[src/include/pdmac_pkg.sv]
package pdmac_pkg;

  // register byte offsets
  localparam logic [7:0] PDMAC_OFF_RX_CUR_ADDR = 8'h00;
  localparam logic [7:0] PDMAC_OFF_RX_CUR_COUNT = 8'h04;
  localparam logic [7:0] PDMAC_OFF_TX_CUR_ADDR = 8'h08;
  localparam logic [7:0] PDMAC_OFF_TX_CUR_COUNT = 8'h0C;
  localparam logic [7:0] PDMAC_OFF_RX_NEXT_ADDR = 8'h10;
  localparam logic [7:0] PDMAC_OFF_RX_NEXT_COUNT = 8'h14;
  localparam logic [7:0] PDMAC_OFF_TX_NEXT_ADDR = 8'h18;
  localparam logic [7:0] PDMAC_OFF_TX_NEXT_COUNT = 8'h1C;
  localparam logic [7:0] PDMAC_OFF_CONTROL = 8'h20;
  localparam logic [7:0] PDMAC_OFF_STATE = 8'h24;

  // control and state bit positions
  localparam int PDMAC_BIT_RX_EN = 0;
  localparam int PDMAC_BIT_RX_DIS = 1;
  localparam int PDMAC_BIT_TX_EN = 8;
  localparam int PDMAC_BIT_TX_DIS = 9;

  // widths, reset values and the count decrement
  localparam int PDMAC_COUNT_W = 16;
  localparam int PDMAC_ADDR_W = 32;
  localparam logic [31:0] PDMAC_ZERO_WORD = 32'h0000_0000;
  localparam logic [15:0] PDMAC_ZERO_COUNT = 16'h0000;
  localparam logic [15:0] PDMAC_ONE_COUNT = 16'h0001;

  // storage index of each view
  localparam logic PDMAC_CH_RX = 1'b0;
  localparam logic PDMAC_CH_TX = 1'b1;

  // address increments per item
  localparam logic [31:0] PDMAC_STEP_BYTE = 32'h0000_0001;
  localparam logic [31:0] PDMAC_STEP_HALF = 32'h0000_0002;
  localparam logic [31:0] PDMAC_STEP_WORD = 32'h0000_0004;

  // ahb-lite codes
  localparam logic [1:0] PDMAC_HTRANS_NONSEQ = 2'h2;
  localparam logic PDMAC_HRESP_OKAY = 1'b0;

  typedef enum logic [1:0] {
    PDMAC_SIZE_BYTE,
    PDMAC_SIZE_HALF,
    PDMAC_SIZE_WORD
  } pdmac_size_type;

  // memory port request
  typedef struct packed {
    logic req;
    logic write;
    pdmac_size_type size;
    logic [31:0] addr;
    logic [31:0] wdata;
  } pdmac_mem_req_type;

  // flags returned to the peripheral
  typedef struct packed {
    logic rx_end_flag;
    logic rx_full_flag;
    logic tx_end_flag;
    logic tx_empty_flag;
  } pdmac_flags_type;

endpackage

[src/core/pdmac_channel.sv]
// Added by the designer: the placing of the registers and register access over AHB-Lite.
`timescale 1ns/1ns
`default_nettype none

module pdmac_channel #(
  parameter bit HALF_DUPLEX = 1'b0
) (
  // clock and reset
  input wire logic hclk,
  input wire logic hresetn,
  // ahb-lite slave
  input wire logic hsel,
  input wire logic [31:0] haddr,
  input wire logic [1:0] htrans,
  input wire logic hwrite,
  input wire logic [2:0] hsize,
  input wire logic [31:0] hwdata,
  input wire logic hready,
  output logic hreadyout,
  output logic [31:0] hrdata,
  output logic hresp,
  // serial peripheral
  input wire logic rx_ready,
  input wire logic [31:0] rx_holding_reg,
  output logic rx_take,
  input wire logic tx_ready,
  output logic [31:0] tx_holding_reg,
  output logic tx_load,
  input wire pdmac_pkg::pdmac_size_type xfer_size,
  output pdmac_pkg::pdmac_flags_type flags,
  // memory port
  output pdmac_pkg::pdmac_mem_req_type mem_out,
  input wire logic mem_ack,
  input wire logic [31:0] mem_rdata
);
  import pdmac_pkg::*;

  typedef enum logic [1:0] {
    PDMAC_ENG_IDLE,
    PDMAC_ENG_RX_WR,
    PDMAC_ENG_TX_RD
  } pdmac_eng_type;

  // shared storage index of a view
  function automatic logic sidx(input logic view);
    sidx = HALF_DUPLEX ? PDMAC_CH_RX : view;
  endfunction

  // address increment for a transfer size
  function automatic logic [31:0] step_of(input pdmac_size_type sz);
    case (sz)
      PDMAC_SIZE_BYTE: step_of = PDMAC_STEP_BYTE;
      PDMAC_SIZE_HALF: step_of = PDMAC_STEP_HALF;
      default: step_of = PDMAC_STEP_WORD;
    endcase
  endfunction

  // register state
  logic [31:0] cur_addr [2];
  logic [15:0] cur_count [2];
  logic [31:0] nxt_addr [2];
  logic [15:0] nxt_count [2];
  logic [1:0] end_flag;
  logic [1:0] buf_flag;
  logic rx_en;
  logic tx_en;
  // bus state
  logic wr_pend;
  logic rd_wait;
  logic [7:0] ap_addr;
  // engine state
  pdmac_eng_type eng;
  logic [31:0] rx_buffer;
  logic [31:0] eng_addr;

  logic [31:0] next_cur_addr [2];
  logic [15:0] next_cur_count [2];
  logic [31:0] next_nxt_addr [2];
  logic [15:0] next_nxt_count [2];
  logic [1:0] next_end_flag;
  logic [1:0] next_buf_flag;
  logic next_rx_en;
  logic next_tx_en;
  logic next_wr_pend;
  logic next_rd_wait;
  logic [7:0] next_ap_addr;
  logic [31:0] next_hrdata;
  pdmac_eng_type next_eng;
  logic [31:0] next_rx_buffer;
  logic [31:0] next_eng_addr;
  logic [31:0] next_tx_holding;
  logic next_tx_load;
  logic next_rx_take;

  logic ap_valid;
  logic rx_active;
  logic tx_active;
  logic done_ch;
  logic [15:0] dec_count;
  logic [31:0] wd;
  logic we_ctl;

  assign ap_valid = hsel && hready && (htrans == PDMAC_HTRANS_NONSEQ);
  assign rx_active = rx_en && (cur_count[sidx(PDMAC_CH_RX)] != PDMAC_ZERO_COUNT);
  assign tx_active = tx_en && (cur_count[sidx(PDMAC_CH_TX)] != PDMAC_ZERO_COUNT);
  assign hreadyout = !rd_wait;
  assign hresp = PDMAC_HRESP_OKAY;
  assign wd = hwdata;
  assign we_ctl = wr_pend && (ap_addr == PDMAC_OFF_CONTROL);
  assign done_ch = (eng == PDMAC_ENG_RX_WR) ? sidx(PDMAC_CH_RX) : sidx(PDMAC_CH_TX);
  assign dec_count = cur_count[done_ch] - PDMAC_ONE_COUNT;

  // register read decode
  function automatic logic [31:0] read_reg(input logic [7:0] a);
    case (a)
      PDMAC_OFF_RX_CUR_ADDR: read_reg = cur_addr[sidx(PDMAC_CH_RX)];
      PDMAC_OFF_RX_CUR_COUNT: read_reg = {16'h0000, cur_count[sidx(PDMAC_CH_RX)]};
      PDMAC_OFF_TX_CUR_ADDR: read_reg = cur_addr[sidx(PDMAC_CH_TX)];
      PDMAC_OFF_TX_CUR_COUNT: read_reg = {16'h0000, cur_count[sidx(PDMAC_CH_TX)]};
      PDMAC_OFF_RX_NEXT_ADDR: read_reg = nxt_addr[sidx(PDMAC_CH_RX)];
      PDMAC_OFF_RX_NEXT_COUNT: read_reg = {16'h0000, nxt_count[sidx(PDMAC_CH_RX)]};
      PDMAC_OFF_TX_NEXT_ADDR: read_reg = nxt_addr[sidx(PDMAC_CH_TX)];
      PDMAC_OFF_TX_NEXT_COUNT: read_reg = {16'h0000, nxt_count[sidx(PDMAC_CH_TX)]};
      PDMAC_OFF_STATE: begin
        read_reg = PDMAC_ZERO_WORD;
        read_reg[PDMAC_BIT_RX_EN] = rx_en;
        read_reg[PDMAC_BIT_TX_EN] = tx_en;
      end
      default: read_reg = PDMAC_ZERO_WORD;
    endcase
  endfunction

  always_comb begin
    next_cur_addr = cur_addr;
    next_cur_count = cur_count;
    next_nxt_addr = nxt_addr;
    next_nxt_count = nxt_count;
    next_end_flag = end_flag;
    next_buf_flag = buf_flag;
    next_rx_en = rx_en;
    next_tx_en = tx_en;
    next_eng = eng;
    next_rx_buffer = rx_buffer;
    next_eng_addr = eng_addr;
    next_tx_holding = tx_holding_reg;
    next_tx_load = 1'b0;
    next_rx_take = 1'b0;
    next_hrdata = hrdata;
    // bus phases: writes take no wait, reads one wait state
    next_wr_pend = ap_valid && hwrite;
    next_rd_wait = ap_valid && !hwrite;
    next_ap_addr = ap_valid ? haddr[7:0] : ap_addr;
    if (rd_wait) begin
      next_hrdata = read_reg(ap_addr);
    end

    // engine: one item at a time, receive first
    case (eng)
      PDMAC_ENG_IDLE: begin
        if (rx_active && rx_ready) begin
          next_rx_buffer = rx_holding_reg;
          next_rx_take = 1'b1;
          next_eng_addr = cur_addr[sidx(PDMAC_CH_RX)];
          next_eng = PDMAC_ENG_RX_WR;
        end else if (tx_active && tx_ready) begin
          next_eng_addr = cur_addr[sidx(PDMAC_CH_TX)];
          next_eng = PDMAC_ENG_TX_RD;
        end
      end
      PDMAC_ENG_RX_WR, PDMAC_ENG_TX_RD: begin
        if (mem_ack) begin
          next_eng = PDMAC_ENG_IDLE;
          if (eng == PDMAC_ENG_TX_RD) begin
            next_tx_holding = mem_rdata;
            next_tx_load = 1'b1;
          end
          next_cur_addr[done_ch] = cur_addr[done_ch] + step_of(xfer_size);
          next_cur_count[done_ch] = dec_count;
          if (dec_count == PDMAC_ZERO_COUNT) begin
            if (nxt_count[done_ch] != PDMAC_ZERO_COUNT) begin
              next_cur_addr[done_ch] = nxt_addr[done_ch];
              next_cur_count[done_ch] = nxt_count[done_ch];
              next_nxt_addr[done_ch] = PDMAC_ZERO_WORD;
              next_nxt_count[done_ch] = PDMAC_ZERO_COUNT;
            end
          end
        end
      end
      default: next_eng = PDMAC_ENG_IDLE;
    endcase

    // software writes win over the engine on the same storage
    if (wr_pend) begin
      case (ap_addr)
        PDMAC_OFF_RX_CUR_ADDR: next_cur_addr[sidx(PDMAC_CH_RX)] = wd;
        PDMAC_OFF_TX_CUR_ADDR: next_cur_addr[sidx(PDMAC_CH_TX)] = wd;
        PDMAC_OFF_RX_CUR_COUNT: next_cur_count[sidx(PDMAC_CH_RX)] = wd[PDMAC_COUNT_W-1:0];
        PDMAC_OFF_TX_CUR_COUNT: next_cur_count[sidx(PDMAC_CH_TX)] = wd[PDMAC_COUNT_W-1:0];
        PDMAC_OFF_RX_NEXT_ADDR: next_nxt_addr[sidx(PDMAC_CH_RX)] = wd;
        PDMAC_OFF_TX_NEXT_ADDR: next_nxt_addr[sidx(PDMAC_CH_TX)] = wd;
        PDMAC_OFF_RX_NEXT_COUNT: next_nxt_count[sidx(PDMAC_CH_RX)] = wd[PDMAC_COUNT_W-1:0];
        PDMAC_OFF_TX_NEXT_COUNT: next_nxt_count[sidx(PDMAC_CH_TX)] = wd[PDMAC_COUNT_W-1:0];
        default: begin
        end
      endcase
      // nonzero count write clears that channel's flags
      if (wd[PDMAC_COUNT_W-1:0] != PDMAC_ZERO_COUNT) begin
        if (ap_addr == PDMAC_OFF_RX_CUR_COUNT || ap_addr == PDMAC_OFF_RX_NEXT_COUNT) begin
          next_end_flag[sidx(PDMAC_CH_RX)] = 1'b0;
          next_buf_flag[sidx(PDMAC_CH_RX)] = 1'b0;
        end
        if (ap_addr == PDMAC_OFF_TX_CUR_COUNT || ap_addr == PDMAC_OFF_TX_NEXT_COUNT) begin
          next_end_flag[sidx(PDMAC_CH_TX)] = 1'b0;
          next_buf_flag[sidx(PDMAC_CH_TX)] = 1'b0;
        end
      end
    end

    // flag set after clear so a same-cycle event is kept
    if (eng != PDMAC_ENG_IDLE && mem_ack && dec_count == PDMAC_ZERO_COUNT) begin
      next_end_flag[done_ch] = 1'b1;
      if (nxt_count[done_ch] == PDMAC_ZERO_COUNT) begin
        next_buf_flag[done_ch] = 1'b1;
      end
    end

    // control register: zero bits do nothing
    if (we_ctl) begin
      if (wd[PDMAC_BIT_RX_EN] && !wd[PDMAC_BIT_RX_DIS]) begin
        next_rx_en = 1'b1;
        if (HALF_DUPLEX) begin
          next_tx_en = 1'b0;
        end
      end
      if (wd[PDMAC_BIT_TX_EN] && !(HALF_DUPLEX && wd[PDMAC_BIT_RX_EN])) begin
        next_tx_en = 1'b1;
      end
      if (wd[PDMAC_BIT_RX_DIS]) begin
        next_rx_en = 1'b0;
        if (HALF_DUPLEX) begin
          next_tx_en = 1'b0;
        end
      end
      if (wd[PDMAC_BIT_TX_DIS]) begin
        next_tx_en = 1'b0;
        if (HALF_DUPLEX) begin
          next_rx_en = 1'b0;
        end
      end
    end
  end

  always_ff @(posedge hclk or negedge hresetn) begin
    if (!hresetn) begin
      for (int i = 0; i < 2; i++) begin
        cur_addr[i] <= PDMAC_ZERO_WORD;
        cur_count[i] <= PDMAC_ZERO_COUNT;
        nxt_addr[i] <= PDMAC_ZERO_WORD;
        nxt_count[i] <= PDMAC_ZERO_COUNT;
      end
      end_flag <= 2'h0;
      buf_flag <= 2'h0;
      rx_en <= 1'b0;
      tx_en <= 1'b0;
      wr_pend <= 1'b0;
      rd_wait <= 1'b0;
      ap_addr <= 8'h00;
      hrdata <= PDMAC_ZERO_WORD;
      eng <= PDMAC_ENG_IDLE;
      rx_buffer <= PDMAC_ZERO_WORD;
      eng_addr <= PDMAC_ZERO_WORD;
      tx_holding_reg <= PDMAC_ZERO_WORD;
      tx_load <= 1'b0;
      rx_take <= 1'b0;
    end else begin
      cur_addr <= next_cur_addr;
      cur_count <= next_cur_count;
      nxt_addr <= next_nxt_addr;
      nxt_count <= next_nxt_count;
      end_flag <= next_end_flag;
      buf_flag <= next_buf_flag;
      rx_en <= next_rx_en;
      tx_en <= next_tx_en;
      wr_pend <= next_wr_pend;
      rd_wait <= next_rd_wait;
      ap_addr <= next_ap_addr;
      hrdata <= next_hrdata;
      eng <= next_eng;
      rx_buffer <= next_rx_buffer;
      eng_addr <= next_eng_addr;
      tx_holding_reg <= next_tx_holding;
      tx_load <= next_tx_load;
      rx_take <= next_rx_take;
    end
  end

  // memory request, address and data stand from state flops until acknowledged; size follows xfer_size
  always_comb begin
    mem_out.req = (eng != PDMAC_ENG_IDLE);
    mem_out.write = (eng == PDMAC_ENG_RX_WR);
    mem_out.size = xfer_size;
    mem_out.addr = eng_addr;
    mem_out.wdata = rx_buffer;
  end

  always_comb begin
    flags.rx_end_flag = end_flag[sidx(PDMAC_CH_RX)];
    flags.rx_full_flag = buf_flag[sidx(PDMAC_CH_RX)];
    flags.tx_end_flag = end_flag[sidx(PDMAC_CH_TX)];
    flags.tx_empty_flag = buf_flag[sidx(PDMAC_CH_TX)];
  end

endmodule

`default_nettype wire

[config.mk]
export PLATFORM = sky130hd
export DESIGN_NAME = pdmac_channel
export DESIGN_NICKNAME = d
export VERILOG_FILES = /design/src/include/pdmac_pkg.sv /design/src/core/pdmac_channel.sv
export SDC_FILE = /design/constraint.sdc
export NUM_CORES = 1
export LEC_CHECK = 0
export BUFFER_PORTS_ARGS = -buffer_cell sky130_fd_sc_hd__buf_2
export CORE_MARGIN = 3
export CORE_UTILIZATION = 39
export DETAILED_ROUTE_END_ITERATION = 6
export GPL_TIMING_DRIVEN = 0
export SLEW_MARGIN = 15
export SYNTH_ARGS = -nofsm -noshare
export SYNTH_HDL_FRONTEND = slang
export SYNTH_SLANG_ARGS = --single-unit
[constraint.sdc]
create_clock -name hclk -period 7.41 [get_ports hclk]
set_input_delay 0 -clock hclk [delete_from_list [all_inputs] [get_ports hclk]]
set_output_delay 0 -clock hclk [all_outputs]
set_load 0.05 [all_outputs]
==> flow_summary.ini <==
[yosys]
ys_ff_latch = 340
synth_edf_count = 0
syn-num-nets = 1954
syn-cell-area_mm2 = 0.01804
syn-instance-count = 1802
postSynthAreaPerCell_um2 = 10.01
synth_cell_types = 81
ys_warn_count = 0
async_flop_share = 1.000
seq_area_frac_synth = 0.4716
synth_ff_type = dfrtp_1

[power]
leakage_nw = 10.10
max-vdd-ir-drop_uv = 299.1
switchingPower_mw = 3.017
power_frac_seq = 0.355
clock_power_share = 0.288
p_int_mw = 4.242
power_switching_share = 0.4156
combPwrFrac = 0.357
power_density_mw_per_mm2 = 321.3
total_power_mw = 7.259

[sta]
setup_viol = 0
slew_viol_final = 0
maxSlewHeadroom = 0.1927
worstMarginPinSlew_ns = 1.202
period_share = 0.9395
skew_ns = 0.02526
hold_violations = 0
rsz0062_at_grt = no
period_minus_slack_ns = 6.962
fmax_mhz = 143.6

[worst_hold_path]
hold_class = input pin to async pin

[final_layout]
final_nets = 2347
seq_area_mm2 = 0.008508
layout_commonest_cell = dfrtp_1
drive_gt1_frac = 0.2101
mostFrequentLayoutCells = 340 x dfrtp_1, 258 x buf_2, 158 x nand2_1
diodes = 0
multi_input_area_mm2 = 0.008776
reg_top3 = cur_addr: 64 flops, nxt_addr: 64 flops
areaGrowthSynthToFinish_pct = 25.22
fillers = 4239
fin_cells = 2828

[clocking]
clock_latency_ns = 0.60
cts_tree = done
cts_buffers = 41
cts_buffer_depth = 3
clk_pin_slew_worst_paths_ns = 0.06
cts_num_sinks = 340
root_buffer = clkbuf_16
htree_levels = 2

[floorplanning]
dieArea_mm2 = 0.04888
core_area_mm2 = 0.04558
ioPinCount = 283
dieHeight_um = 221.1
die_width_um = 221.1
rows = 78
initial_core_util = 0.3958

[place]
gp_congestion = 0.9749
port_buffers = 239
place_inst = 2646
dpl.hpwl_mm = 56.13

[global_routing]
grt_max_degree = 89
grt_pass1_wl_mm = 116.8
grt_pass1_vias = 17741
grt-ovfl-total = 0
antenna_found_initial = 1
track_usage = 0.3156

[detailed_routing]
drtPass1Iterations = 6
drc = 0
wirelength_mm = 79.56
vias = 17695
routed_via_density = 6.257
wl_per_cell_um = 28.13
drt_iter0_markers = 2227
final_antenna_net_count = 0

[critical_path]
cp_max_fo = 28
critPathLaunchType = flop
critical_path_class = flop to flop
endpoint_kind = flop
cp_data_arrival_time_ns = 7.48
critPathRequiredTime_ns = 7.93

[job]
drv_cap = 0

[run_status]
outcome = finished clean
==> through the flow <==
stage	TNS [ns]	setup WS (ns)	cell area, um2	hold WS, ns	utilization
after floorplan	0	1.401	18040	-0.2956	-
after global placement	-210.85	-0.9827	19990	0.1749	0.4386
after detailed placement	-129.81	-1.051	20110	0.05071	0.4413
after CTS	0	0.1790	22580	0.01207	0.4955
after global routing	0	0.1466	22590	0.06834	0.4957
final	0	0.4481	22590	0.03096	0.4957
==> cell usage after synthesis (31+ instances only) <==
library cell	instances	area share
a21oi_1	100	0.028
nor2_1	87	0.018
nor3_1	33	0.0092
a22oi_1	38	0.016
nand2_1	158	0.033
o21ai_0	138	0.038
nand3_1	63	0.017
dfrtp_1	340	0.47
mux2i_1	82	0.045
o2bb2ai_1	31	0.015
mux2_2	87	0.054
clkbuf_1	110	0.023
and3_1	36	0.012
a22o_1	112	0.054
==> path summary, 6_finish.rpt <==
check | from | endpoint | slack [ns] | depth (start not counted)
worst max-delay path | eng[1] | cur_addr[55] | 0.45 | 21
worst min-delay path | hresetn | eng_addr[28] | 0.03 | 2
worst max register to register | eng[1] | cur_addr[55] | 0.45 | 21
worst min register to register | eng_addr[14] | eng_addr[14] | 0.47 | 2
max in group asynchronous | hresetn | rx_take | 6.02 | 4
min in group hclk | xfer_size[0] | cur_addr[0] | 0.04 | 5
==> critical path, stage by stage (launching register included) <==
cell      delay, ns
dfrtp_1        0.40
inv_1          0.11
ha_1           0.39
buf_4          0.28
buf_6          0.19
buf_6          0.16
buf_4          0.26
buf_2          0.32
buf_4          0.49
mux2i_1        0.30
ha_1           0.18
clkbuf_1       0.41
nor4b_4        0.46
nand3_1        0.25
a21oi_1        0.25
xor2_1         0.49
nor2b_1        0.19
clkbuf_2       0.29
nand3_2        0.42
clkbuf_1       0.48
a31oi_1        0.32
o21a_1         0.16
==> metal layers <==
| layer | vias up | GRT usage | wire [um] |
|---|---|---|---|
| met5 | - | 0 | 0 |
| met4 | 0 | 0.1818 | 5310 |
| met3 | 292 | 0.06938 | 7985 |
| met2 | 1142 | 0.4948 | 35700 |
| met1 | 8702 | 0.4042 | 30560 |
| li1 | 7559 | - | - |
==> final cells by class <==
class,instances,area share
buffer,154,0.03079
clock buffer,58,0.05223
clock inverter,18,0.008972
inverter,24,0.003988
multi-input combinational,1282,0.3885
sequential,340,0.3766
tap,600,0.03323
timing repair buffer,352,0.1057
==> power groups by stage <==
stage,Clock [mW],Sequential [mW],Combinational (mW)
after floorplan,0,3.11,1.14
after global placement,0,2.57,2.46
after detailed placement,0,2.58,2.50
after CTS,2.11,2.55,2.55
after global routing,2.18,2.61,2.75
final,2.09,2.58,2.59
==> what timing repair did <==
action | in CTS | in global routing
hold buffers | 108 | 0
endpoints found under the setup margin | 196 | 109
gates resized for setup | 3 | 4
setup buffers | 0 | 0
cloned | 0 | 0
hold endpoints to repair | 332 | 0
==> cells by family after synthesis <==
family	share of synthesized area
xor gates and xnor gates	0.01602
buffers and inverters	0.04376
AOI/OAI and AO/OA	0.2217
muxes	0.09980
DFF	0.4716
and+or+nand+nor	0.1402
other	0.0002079
adders and majority gates	0.006658
No activity file was read; power rests on OpenSTA's default activity.
